**src/mpl_pkg.sv**
```systemverilog
// mpl_pkg: timing constants, pin bundles and 4b/5b code tables for the
// mii path and link timing block.
// assumes a 100 MHz system clock, so one 100 Mbps bit time is one cycle.
package mpl_pkg;
    // -----------------------------------------------------------------
    // clock and bit time
    // -----------------------------------------------------------------
    localparam int CLK_NS = 10;
    localparam int BT_NS = 10;
    localparam int BT_CYC = BT_NS / CLK_NS;
    // -----------------------------------------------------------------
    // latencies in bit times, float delay in ns
    // -----------------------------------------------------------------
    localparam int CRS_J_BT = 16;
    localparam int CRS_T_BT = 24;
    localparam int DV_BT = 8;
    localparam int RXD5_BT = 4;
    localparam int TXCRS_ON_BT = 3;
    localparam int TXCRS_OFF_BT = 4;
    localparam int TXLAT5_BT = 6;
    localparam int TXLAT4_BT = 10;
    localparam int FLOAT_NS = 20;
    localparam int FLOAT_CYC = FLOAT_NS / CLK_NS;
    // pipeline stages already spent before a tap is reached
    localparam int RX_PIPE = 4;
    localparam int TX_PIPE = 3;
    localparam int CRS_DLY = 2;
    localparam int RX_RISE_TAP = CRS_J_BT * BT_CYC - RX_PIPE;
    localparam int RX_FALL_TAP = CRS_T_BT * BT_CYC - RX_PIPE;
    localparam int DV_TAP = DV_BT * BT_CYC - CRS_DLY;
    localparam int RXD5_TAP = RXD5_BT * BT_CYC - CRS_DLY;
    localparam int TX_ON_TAP = TXCRS_ON_BT * BT_CYC - TX_PIPE;
    localparam int TX_OFF_TAP = TXCRS_OFF_BT * BT_CYC - TX_PIPE;
    localparam int TX5_TAP = TXLAT5_BT * BT_CYC - TX_PIPE;
    localparam int TX4_TAP = TXLAT4_BT * BT_CYC - TX_PIPE;
    // -----------------------------------------------------------------
    // link integrity timers
    // -----------------------------------------------------------------
    localparam int LINK_MIN_MS = 4;
    localparam int LINK_MAX_MS = 64;
    localparam int LINK_LOSS_MS = 64;
    localparam int CYC_PER_MS = 1000000 / CLK_NS;
    localparam int LINK_MIN_CYC = LINK_MIN_MS * CYC_PER_MS;
    localparam int LINK_MAX_CYC = LINK_MAX_MS * CYC_PER_MS;
    localparam int LINK_LOSS_CYC = LINK_LOSS_MS * CYC_PER_MS;
    localparam int LINK_TW = 24;
    // -----------------------------------------------------------------
    // reset values and sizes
    // -----------------------------------------------------------------
    localparam logic [4:0] SYM_IDLE = 5'h00;
    localparam logic [LINK_TW-1:0] TIMER_RST = 24'h00_0000;
    localparam int FIFO_DEPTH = 32;

    typedef struct packed {
        logic sym_mode;
        logic repeater;
        logic j;
        logic t;
        logic strobe;
        logic [4:0] sym;
        logic tx_clk;
        logic tx_en;
        logic tx_er;
        logic [3:0] txd;
        logic pulse;
        logic float_ctl;
    } mpl_pins_t;

    typedef struct packed {
        logic en;
        logic [4:0] sym;
    } mpl_txsym_t;

    function automatic logic [4:0] mpl_enc(input logic [3:0] d);
        logic [4:0] s;
        case (d)
            4'h0: s = 5'h1e;
            4'h1: s = 5'h09;
            4'h2: s = 5'h14;
            4'h3: s = 5'h15;
            4'h4: s = 5'h0a;
            4'h5: s = 5'h0b;
            4'h6: s = 5'h0e;
            4'h7: s = 5'h0f;
            4'h8: s = 5'h12;
            4'h9: s = 5'h13;
            4'ha: s = 5'h16;
            4'hb: s = 5'h17;
            4'hc: s = 5'h1a;
            4'hd: s = 5'h1b;
            4'he: s = 5'h1c;
            default: s = 5'h1d;
        endcase
        return s;
    endfunction : mpl_enc

    // code groups outside the data set decode to zero
    function automatic logic [3:0] mpl_dec(input logic [4:0] s);
        logic [3:0] d;
        d = 4'h0;
        for (int i = 0; i < 16; i++) begin
            if (mpl_enc(4'(i)) == s) begin
                d = 4'(i);
            end
        end
        return d;
    endfunction : mpl_dec
endpackage : mpl_pkg

```
**src/mpl_top.sv**
```systemverilog
// mpl_top: mii receive/transmit timing path and 10base-t link timers,
// with the receive symbol fifo.
// assumes every line and mii input is asynchronous to clk_sys_in.
`timescale 1ns/100ps

module mpl_fifo
    import mpl_pkg::*;
#(
    parameter int W = 5,
    parameter int D = FIFO_DEPTH
) (
    input wire logic clk_sys_in, // system clock
    input wire logic reset_in, // async reset, high
    input wire logic flush_in, // drop all words
    input wire logic in_valid_in, // write request
    output logic in_ready_out, // room for a word
    input wire logic [W-1:0] in_data_in, // write data
    output logic out_valid_out, // word available
    input wire logic out_ready_in, // read accept
    output logic [W-1:0] out_data_out // head word
);
    localparam int AW = $clog2(D);
    logic [W-1:0] mem [D];
    logic [AW-1:0] wr_reg, wr_next, rd_reg, rd_next;
    logic [AW:0] cnt_reg, cnt_next;
    logic wr_en, rd_en;

    always_comb begin
        in_ready_out = (cnt_reg != (AW+1)'(D));
        out_valid_out = (cnt_reg != '0);
        wr_en = in_valid_in && in_ready_out && !flush_in;
        rd_en = out_valid_out && out_ready_in && !flush_in;
        wr_next = wr_reg;
        rd_next = rd_reg;
        cnt_next = cnt_reg;
        if (flush_in) begin
            wr_next = '0;
            rd_next = '0;
            cnt_next = '0;
        end else begin
            if (wr_en) begin
                wr_next = (wr_reg == AW'(D-1)) ? '0 : wr_reg + 1'b1;
            end
            if (rd_en) begin
                rd_next = (rd_reg == AW'(D-1)) ? '0 : rd_reg + 1'b1;
            end
            cnt_next = cnt_reg + (AW+1)'(wr_en) - (AW+1)'(rd_en);
        end
    end

    always_ff @(posedge clk_sys_in or posedge reset_in) begin
        if (reset_in) begin
            wr_reg <= '0;
            rd_reg <= '0;
            cnt_reg <= '0;
        end else begin
            wr_reg <= wr_next;
            rd_reg <= rd_next;
            cnt_reg <= cnt_next;
        end
    end

    always_ff @(posedge clk_sys_in) begin
        if (wr_en) begin
            mem[wr_reg] <= in_data_in;
        end
    end

    assign out_data_out = mem[rd_reg];
endmodule : mpl_fifo

module mpl_top
    import mpl_pkg::*;
#(
    parameter int LINK_MIN = LINK_MIN_CYC, // shortest pulse gap, cycles
    parameter int LINK_MAX = LINK_MAX_CYC, // longest pulse gap, cycles
    parameter int LINK_LOSS = LINK_LOSS_CYC // loss window, cycles
) (
    input wire logic clk_sys_in, // 100 MHz system clock
    input wire logic reset_in, // async reset, high
    input wire logic sym_mode_in, // 1: 5-bit symbol mode
    input wire logic repeater_mode_in, // 1: repeater mode
    input wire logic line_j_start_in, // start of J delimiter
    input wire logic line_t_start_in, // start of T delimiter
    input wire logic line_rx_strobe_in, // receive symbol strobe
    input wire logic [4:0] line_receive_input_in, // receive code group
    input wire logic line_link_pulse_in, // 10base-t link pulse
    input wire logic output_float_control_in, // receive output float
    input wire logic mii_tx_clk_in, // mii transmit clock
    input wire logic mii_tx_en_in, // mii transmit enable
    input wire logic mii_tx_er_in, // symbol bit 4 in 5-bit mode
    input wire logic [3:0] mii_txd_in, // mii transmit data
    output logic mii_crs_out, // carrier sense
    output logic mii_col_out, // collision
    output logic mii_rx_dv_out, // receive data valid
    output logic [4:0] mii_rxd_out, // receive data or symbol
    output logic mii_rx_oe_n_out, // receive output enable, low
    output logic [4:0] line_transmit_output_out, // transmit code group
    output logic line_tx_en_out, // transmit active on line
    output logic line_rx_ready_out, // receive fifo has room
    output logic link_up_out // 10base-t link good
);
    // -----------------------------------------------------------------
    // input synchronisers
    // -----------------------------------------------------------------
    mpl_pins_t pins, s1_reg, s1_next, s2_reg, s2_next, s3_reg, s3_next;
    logic j_e, t_e, strobe_e, tx_samp, pulse_e;

    always_comb begin
        pins = '{sym_mode: sym_mode_in, repeater: repeater_mode_in,
                 j: line_j_start_in, t: line_t_start_in,
                 strobe: line_rx_strobe_in, sym: line_receive_input_in,
                 tx_clk: mii_tx_clk_in, tx_en: mii_tx_en_in,
                 tx_er: mii_tx_er_in, txd: mii_txd_in,
                 pulse: line_link_pulse_in,
                 float_ctl: output_float_control_in};
        s1_next = pins;
        s2_next = s1_reg;
        s3_next = s2_reg;
        j_e = s2_reg.j && !s3_reg.j;
        t_e = s2_reg.t && !s3_reg.t;
        strobe_e = s2_reg.strobe && !s3_reg.strobe;
        tx_samp = s2_reg.tx_clk && !s3_reg.tx_clk;
        pulse_e = s2_reg.pulse && !s3_reg.pulse;
    end

    always_ff @(posedge clk_sys_in or posedge reset_in) begin
        if (reset_in) begin
            s1_reg <= '0;
            s2_reg <= '0;
            s3_reg <= '0;
        end else begin
            s1_reg <= s1_next;
            s2_reg <= s2_next;
            s3_reg <= s3_next;
        end
    end

    // -----------------------------------------------------------------
    // receive timing and data
    // -----------------------------------------------------------------
    logic frame_reg, frame_next, crs_rx_reg, crs_rx_next;
    logic col_reg, col_next, dv_reg, dv_next, win_reg, win_next;
    logic [RX_FALL_TAP:0] rxh_reg, rxh_next;
    logic [DV_TAP:0] crsh_reg, crsh_next;
    logic [4:0] rxd_reg, rxd_next, fifo_data;
    logic fifo_valid, pop, tx_on;
    logic [4:0] tsince_reg, tsince_next;

    always_comb begin
        frame_next = j_e ? 1'b1 : (t_e ? 1'b0 : frame_reg);
        // helper for the checks: cycles since the last T edge, saturating
        tsince_next = t_e ? '0 : tsince_reg + 5'(tsince_reg != '1);
        rxh_next = {rxh_reg[RX_FALL_TAP-1:0], frame_reg};
        // fall tap holds carrier while the late end of the frame drains;
        // the rise tap keeps it up until the fall tap has filled
        crs_rx_next = rxh_reg[RX_RISE_TAP]
                      || (crs_rx_reg && rxh_reg[RX_FALL_TAP]);
        col_next = tx_on && (rxh_reg[RX_RISE_TAP]
                   || (col_reg && rxh_reg[RX_FALL_TAP]));
        crsh_next = {crsh_reg[DV_TAP-1:0], crs_rx_reg};
        dv_next = crsh_reg[DV_TAP];
        win_next = s2_reg.sym_mode ? crsh_reg[RXD5_TAP]
                                   : crsh_reg[DV_TAP];
        pop = win_reg && strobe_e && fifo_valid;
        rxd_next = rxd_reg;
        if (!win_reg) begin
            rxd_next = SYM_IDLE;
        end else if (pop) begin
            rxd_next = s2_reg.sym_mode ? fifo_data
                                       : {1'b0, mpl_dec(fifo_data)};
        end
    end

    always_ff @(posedge clk_sys_in or posedge reset_in) begin
        if (reset_in) begin
            frame_reg <= 1'b0;
            tsince_reg <= '1;
            rxh_reg <= '0;
            crs_rx_reg <= 1'b0;
            col_reg <= 1'b0;
            crsh_reg <= '0;
            dv_reg <= 1'b0;
            win_reg <= 1'b0;
            rxd_reg <= SYM_IDLE;
        end else begin
            frame_reg <= frame_next;
            tsince_reg <= tsince_next;
            rxh_reg <= rxh_next;
            crs_rx_reg <= crs_rx_next;
            col_reg <= col_next;
            crsh_reg <= crsh_next;
            dv_reg <= dv_next;
            win_reg <= win_next;
            rxd_reg <= rxd_next;
        end
    end

    // symbols wait here until the output window opens; a new J drops
    // whatever an aborted frame left behind
    mpl_fifo #(.W(5), .D(FIFO_DEPTH)) u_rx_fifo (
        .clk_sys_in(clk_sys_in),
        .reset_in(reset_in),
        .flush_in(j_e),
        .in_valid_in(frame_reg && strobe_e),
        .in_ready_out(line_rx_ready_out),
        .in_data_in(s2_reg.sym),
        .out_valid_out(fifo_valid),
        .out_ready_in(pop),
        .out_data_out(fifo_data)
    );

    // -----------------------------------------------------------------
    // transmit timing and data
    // -----------------------------------------------------------------
    logic ten_reg, ten_next, crs_tx_reg, crs_tx_next;
    logic [TX_OFF_TAP:0] txh_reg, txh_next;
    mpl_txsym_t tsym_reg, tsym_next, tout_reg, tout_next;
    mpl_txsym_t [TX4_TAP:0] tpipe_reg, tpipe_next;

    always_comb begin
        tx_on = ten_reg;
        ten_next = tx_samp ? s2_reg.tx_en : ten_reg;
        tsym_next = tsym_reg;
        if (tx_samp) begin
            tsym_next.en = s2_reg.tx_en;
            tsym_next.sym = s2_reg.sym_mode ? {s2_reg.tx_er, s2_reg.txd}
                                            : mpl_enc(s2_reg.txd);
        end
        txh_next = {txh_reg[TX_OFF_TAP-1:0], ten_reg};
        crs_tx_next = crs_tx_reg ? txh_reg[TX_OFF_TAP]
                                 : txh_reg[TX_ON_TAP];
        tpipe_next = {tpipe_reg[TX4_TAP-1:0], tsym_reg};
        tout_next = s2_reg.sym_mode ? tpipe_reg[TX5_TAP]
                                    : tpipe_reg[TX4_TAP];
    end

    always_ff @(posedge clk_sys_in or posedge reset_in) begin
        if (reset_in) begin
            ten_reg <= 1'b0;
            tsym_reg <= '0;
            txh_reg <= '0;
            crs_tx_reg <= 1'b0;
            tpipe_reg <= '0;
            tout_reg <= '0;
        end else begin
            ten_reg <= ten_next;
            tsym_reg <= tsym_next;
            txh_reg <= txh_next;
            crs_tx_reg <= crs_tx_next;
            tpipe_reg <= tpipe_next;
            tout_reg <= tout_next;
        end
    end

    // -----------------------------------------------------------------
    // link integrity
    // -----------------------------------------------------------------
    logic [LINK_TW-1:0] tmr_reg, tmr_next;
    logic link_reg, link_next, early;

    always_comb begin
        early = tmr_reg < LINK_TW'(LINK_MIN);
        tmr_next = tmr_reg;
        link_next = link_reg;
        // saturate one past the maximum so a late pulse is still seen late
        if (tmr_reg <= LINK_TW'(LINK_MAX)) begin
            tmr_next = tmr_reg + 1'b1;
        end
        if (tmr_reg >= LINK_TW'(LINK_LOSS)) begin
            link_next = 1'b0;
        end
        if (pulse_e && !early) begin
            tmr_next = TIMER_RST;
            link_next = tmr_reg <= LINK_TW'(LINK_MAX);
        end
    end

    always_ff @(posedge clk_sys_in or posedge reset_in) begin
        if (reset_in) begin
            tmr_reg <= TIMER_RST;
            link_reg <= 1'b0;
        end else begin
            tmr_reg <= tmr_next;
            link_reg <= link_next;
        end
    end

    // -----------------------------------------------------------------
    // outputs
    // -----------------------------------------------------------------
    assign mii_crs_out = crs_rx_reg || crs_tx_reg;
    assign mii_col_out = col_reg;
    assign mii_rx_dv_out = dv_reg;
    assign mii_rxd_out = rxd_reg;
    // float control passes only the two sync stages, 20 ns
    assign mii_rx_oe_n_out = s2_reg.repeater && !s2_reg.float_ctl;
    assign line_transmit_output_out = tout_reg.sym;
    assign line_tx_en_out = tout_reg.en;
    assign link_up_out = link_reg;
endmodule : mpl_top

```
**config.mk**
```make
export PLATFORM = sky130hd
export DESIGN_NAME = mpl_top
export DESIGN_NICKNAME = d
export VERILOG_FILES = /design/src/mpl_pkg.sv /design/src/mpl_top.sv
export SDC_FILE = /design/constraint.sdc
export NUM_CORES = 1
export LEC_CHECK = 0
export BUFFER_PORTS_ARGS = -buffer_cell sky130_fd_sc_hd__buf_2
export CAP_MARGIN = 20
export CORE_ASPECT_RATIO = 0.6
export CORE_MARGIN = 2
export CORE_UTILIZATION = 40
export CTS_CLUSTER_DIAMETER = 100
export DETAILED_ROUTE_END_ITERATION = 8
export SYNTH_ARGS = -nofsm -noshare
export SYNTH_HDL_FRONTEND = slang
export SYNTH_SLANG_ARGS = --single-unit
```
**constraint.sdc**
```tcl
create_clock -name clk_sys_in -period 13.5 [get_ports clk_sys_in]
set_input_delay 4.05 -clock clk_sys_in [delete_from_list [all_inputs] [get_ports clk_sys_in]]
set_output_delay 4.05 -clock clk_sys_in [all_outputs]
set_load 0.005 [all_outputs]
```
After elaboration in Yosys (flattened, before gate mapping). Memories as Yosys holds them, arrays and structs flattened. Cells that the tools add are included.

Input bits: 21. Output and inout bits: 17. Memories kept: 2. Memory bits (read-only): 80. Register bits: 185. Word-level logic and storage cells: 194. Latch bits: 0. RAM bits: 160.

Shift-type cells: 0. Bitwise gates (word level): 0. Muxes and demuxes: 67. Magnitude comparators: 3. Divide/modulo/power cells: 0. Add/subtract/negate cells: 5. $mul: 0. Equal/unequal tests: 19. Reductions and logical operators: 34.

Memories: u_rx_fifo.mem (depth 32, width 5, rd ports 1, clocked after memory_dff 0, write ports 1, RTL line mpl_top.sv:23) `logic [W-1:0] mem [D];`; (name not given) (depth 16, width 5, rd ports 1, clocked after memory_dff 0, write ports 0, RTL line mpl_pkg.sv:76) `case (d)`.

Operators with widths (count): $mux W5 (40); $eq A5 B5 Y1 (15); $mux W4 (14); $mux W24 (2); $add A24 B1 Y24 const B (1); $ge A24 B23 Y1 const B (1); $le A24 B23 Y1 const B (1); $lt A24 B19 Y1 const B (1); $logic_and A1 B1 Y1 (17); $mux W6 (2); $add A5 B1 Y5 const B (2); $eq A5 B5 Y1 const B (2); $reduce_bool A2 Y1 (5); $mux W1 (9); $logic_not A1 Y1 (8); $add A6 B1 Y6 (1); $ne A6 B6 Y1 const B (1); $reduce_bool A6 Y1 (1); $sub A6 B1 Y6 (1); $logic_or A1 B1 Y1 (3); $ne A2 B1 Y1 const B (1).

Logic depth before layout (Yosys ltp).
Word-level depth: 25. Depth in mapped cells: 17. Mapped depth without buffers: 15.

Hierarchy. A second synthesis with hierarchy kept.

Cell total of the unflattened synthesis: 827. Area total of the unflattened synthesis: 12908.6 µm².

By module, submodules not included: mpl_fifo (area each 7442.1 µm², instances 1, cells each 456, seq. area each 5205.0 µm²); mpl_top (area each 5466.5 µm², instances 1, cells each 371, seq. area each 4179.0 µm²).

Worst setup path after synthesis. Ideal clock, no wire load.

Kind: reg2out. From: register u_rx_fifo.cnt_reg[2]. To: output port line_rx_ready_out. Data required time: 9450 ps. Arrival time: 814 ps. Path slack: 8636 ps. Cell stages (with the launch flop): 5. Buffers on the path: 0. Cell sequence: dfrtp_1 > inv_1 > ha_1 > and3_1 > nand2_1.

Longest elaborated chain between the ends: 1.

Ends and longest elaborated chain: start: declaration (RTL line mpl_top.sv:25) `logic [AW:0] cnt_reg, cnt_next;`; start signal: assignment (RTL line mpl_top.sv:59) `cnt_reg <= cnt_next;`; $ne A6 B6 Y1 (RTL line mpl_top.sv:29) `in_ready_out = (cnt_reg != (AW+1)'(D));`; end: declaration (RTL line mpl_top.sv:100) `output logic line_rx_ready_out,`.

No other way between the ends.

Worst setup path in the final report. Ends and elaborated chain as after synthesis.

==> impl_metrics.json <==
{
  "outcome": "completed",
  "synth_most_common_cell": "dfrtp_1",
  "area_growth_pct": 14.41,
  "cts_tree": "done",
  "netlist_area_um2": 12760,
  "synth_area_leader_cell": "edfxtp_1",
  "vdd_ir_drop_max_mv": 0.1126,
  "critical_path.top_delay_family": "flip-flops",
  "fmax_mhz": 178.4,
  "drt_iter0_markers": 629,
  "wire_per_inst_um": 19.03,
  "dp_hpwl_mm": 15.74,
  "report.final.slew_viol_count": 0,
  "drv_cap": 0,
  "maxSlewHeadroom": 0.2485,
  "numCtsBuffers": 30,
  "grt_pass1_vias": 6537,
  "cp.arrival_ns": 1.56,
  "finalNonFillerCells": 1289,
  "core.rowCount": 50,
  "hold_violations": 0,
  "port-buffer-count": 37,
  "totalNegativeSetupSlack_ns": 0,
  "gp_congestion": 0.8079,
  "ys.flop_type": "dfrtp_1",
  "netlist_top_cells_area": "edfxtp_1 (38%), dfrtp_1 (36%), mux4_2 (4.8%)",
  "ys_async_sr_fraction": 0.5335,
  "cpPeakStageDelay_ns": 0.35,
  "tightest_slew_ns": 1.127,
  "hold-path-cell-count": 0,
  "dp_slack_ns": 7.746,
  "nNetsFinal": 888,
  "crit_chain": "inv_1 > ha_1 > and3_1 > nand2_1 > buf_2",
  "clock-root-buffer": "clkbuf_16",
  "synthCells": 802,
  "dpl.cell_count": 1230,
  "yosysWarnings": 0,
  "largest_register_ffs": 160,
  "clock_latency_ns": 0.56,
  "core-area_um2": 31280,
  "critPathRequiredTime_ns": 9.45,
  "powerDensity_nw_per_um2": 168.6,
  "seq_area_frac_synth": 0.7357,
  "skew_ns": 0.02027,
  "leakagePower_nw": 5.543,
  "pin_count": 38,
  "yosys_register_bits": 343,
  "worst-path-buf-inv": 2,
  "setup-violations-final": 0,
  "cts_hold_buf": 0,
  "ys_top_cells_by_count": "dfrtp_1 (183), edfxtp_1 (160), nor2_1 (79)",
  "synth_enable_flop_cells": 160,
  "synth_top_area_frac": 0.3767,
  "ys_types": 57,
  "final_util": 0.4666,
  "cts_resized": 0,
  "cts.path.max_buffers": 3,
  "chipWidth_um": 234.5,
  "grt_pass1_wl_mm": 39.02,
  "grt_overflow_total": 0,
  "fin_crit_ns": 5.606,
  "cp-end-kind": "output port",
  "htreeDepth": 1,
  "antenna_found_initial": 1,
  "clkTransAtPathRegs_ns": 0.06,
  "dr.pass1.iters": 5,
  "rr_worst_depth": 9,
  "die_area_um2": 33380,
  "critPathKind": "reg -> out",
  "clkSinkCount": 343,
  "crit_path_start_kind": "flip-flop",
  "drive_gt1_frac": 0.1753,
  "start_util": 0.4078,
  "ant_nets": 0,
  "n_antenna_cell": 0,
  "avgSynthCellArea_um2": 15.91,
  "crit_cells": 5,
  "setup_slack_ns": 7.894,
  "fp.dieH_um": 142.3,
  "worstHoldPathType": "reg -> reg",
  "path_max_fanout": 2,
  "routed_wl_mm": 24.54,
  "rsz0062_at_grt": "false",
  "min_period_over_period": 0.4153,
  "track_usage": 0.1541,
  "post_drt_via_cell_ratio": 5.117,
  "post-cts-setup-buffers": 0,
  "synth_fp_nets": 841,
  "slowest_stage": "dfrtp_1",
  "drc": 0,
  "grt_max_degree": 116,
  "vias": 6596
}
[through the flow]
step	total power, mW	area, um^2	hold WS [ns]
2_1_floorplan	1.437	12760	0.3312
3_3_place_gp	1.511	13350	0.3317
3_5_place_dp	1.518	13350	0.3347
4_1_cts	2.489	14510	0.3439
5_1_grt	2.570	14590	0.3509
6_report	2.461	14590	0.3423
[power breakdown]
group	leakage, nW	total [mW]	switching [mW]	internal (mW)
Combinational	1.32	0.282	0.147	0.135
Sequential	3.65	1.21	0.0533	1.16
Clock	0.575	0.966	0.381	0.585
Total	5.54	2.46	0.581	1.88
[logic make-up (layout without fill, tap and decap cells)]
family | Yosys count | count (layout) | synth area share
flops | 343 | 343 | 0.7357
mux | 75 | 75 | 0.08651
xor+xnor | 19 | 19 | 0.01305
simple gates | 211 | 211 | 0.08524
fa+ha+maj | 18 | 18 | 0.01824
compound gates | 85 | 85 | 0.04198
buf+inv | 51 | 122 | 0.01932
[worst paths after layout]
path	from	slack (ns)	endpoint
min in group asynchronous	reset_in	3.66	tpipe_next[23]
hold reg to reg	s1_reg[15]	0.34	s2_reg[15]
setup / recovery	u_rx_fifo.cnt_reg[2]	7.89	line_rx_ready_out
setup reg to reg	u_rx_fifo.rd_reg[1]	9.68	mii_rxd_out[1]
hold / removal	s1_reg[15]	0.34	s2_reg[15]
max in group asynchronous	reset_in	8.47	u_rx_fifo.rd_reg[0]
[layout by cell type (no fill, tap or decap), types with 3 or more instances in the layout]
| cell type | count |
|---|---|
| a21o_1 | 3 |
| a21oi_1 | 23 |
| a22oi_1 | 11 |
| a31o_1 | 3 |
| a31oi_1 | 6 |
| and2_1 | 5 |
| and3_1 | 10 |
| and4_1 | 4 |
| buf_16 | 3 |
| buf_2 | 37 |
| buf_4 | 6 |
| bufinv_16 | 4 |
| clkbuf_16 | 37 |
| clkinv_4 | 3 |
| dfrtp_1 | 182 |
| edfxtp_1 | 160 |
| ha_1 | 17 |
| inv_1 | 19 |
| mux2_2 | 12 |
| mux2i_1 | 36 |
| mux4_2 | 27 |
| nand2_1 | 26 |
| nand2b_1 | 6 |
| nand3_1 | 16 |
| nand3b_1 | 4 |
| nand4_1 | 4 |
| nor2_1 | 79 |
| nor2b_1 | 13 |
| nor3_1 | 12 |
| nor4_1 | 4 |
| o21ai_0 | 21 |
| or3_1 | 10 |
| or4_1 | 6 |
| xnor2_1 | 14 |
| xor2_1 | 5 |
[cell type report]
| cell class | count | area, um^2 |
|---|---|---|
| fill | 2709 | 16690 |
| sequential | 343 | 9388 |
| multi-input combinational | 408 | 3132 |
| clock buffer | 44 | 982.2 |
| tap | 416 | 520.5 |
| timing repair buffer | 46 | 312.8 |
| clock inverter | 12 | 176.4 |
| inverter | 20 | 82.58 |
[layer usage]
layer / track usage / share of wire / vias up
met5: 0 / 0 / -
met4: 0.03145 / 0.014 / 0
met2: 0.2076 / 0.41 / 175
met3: 0.03826 / 0.075 / 36
met1: 0.2492 / 0.50 / 3357
li1: - / - / 3028
[worst reg2reg max path, delay by kind of cell, from the launching register on]
| family | cells | cell delay, ns |
|---|---|---|
| and+or+nand+nor | 5 | 1.92 |
| DFF | 1 | 0.84 |
| AOI/OAI and AO/OA | 3 | 0.62 |
| buffers and inverters | 1 | 0.37 |
Power figures use the tool's default switching activity.
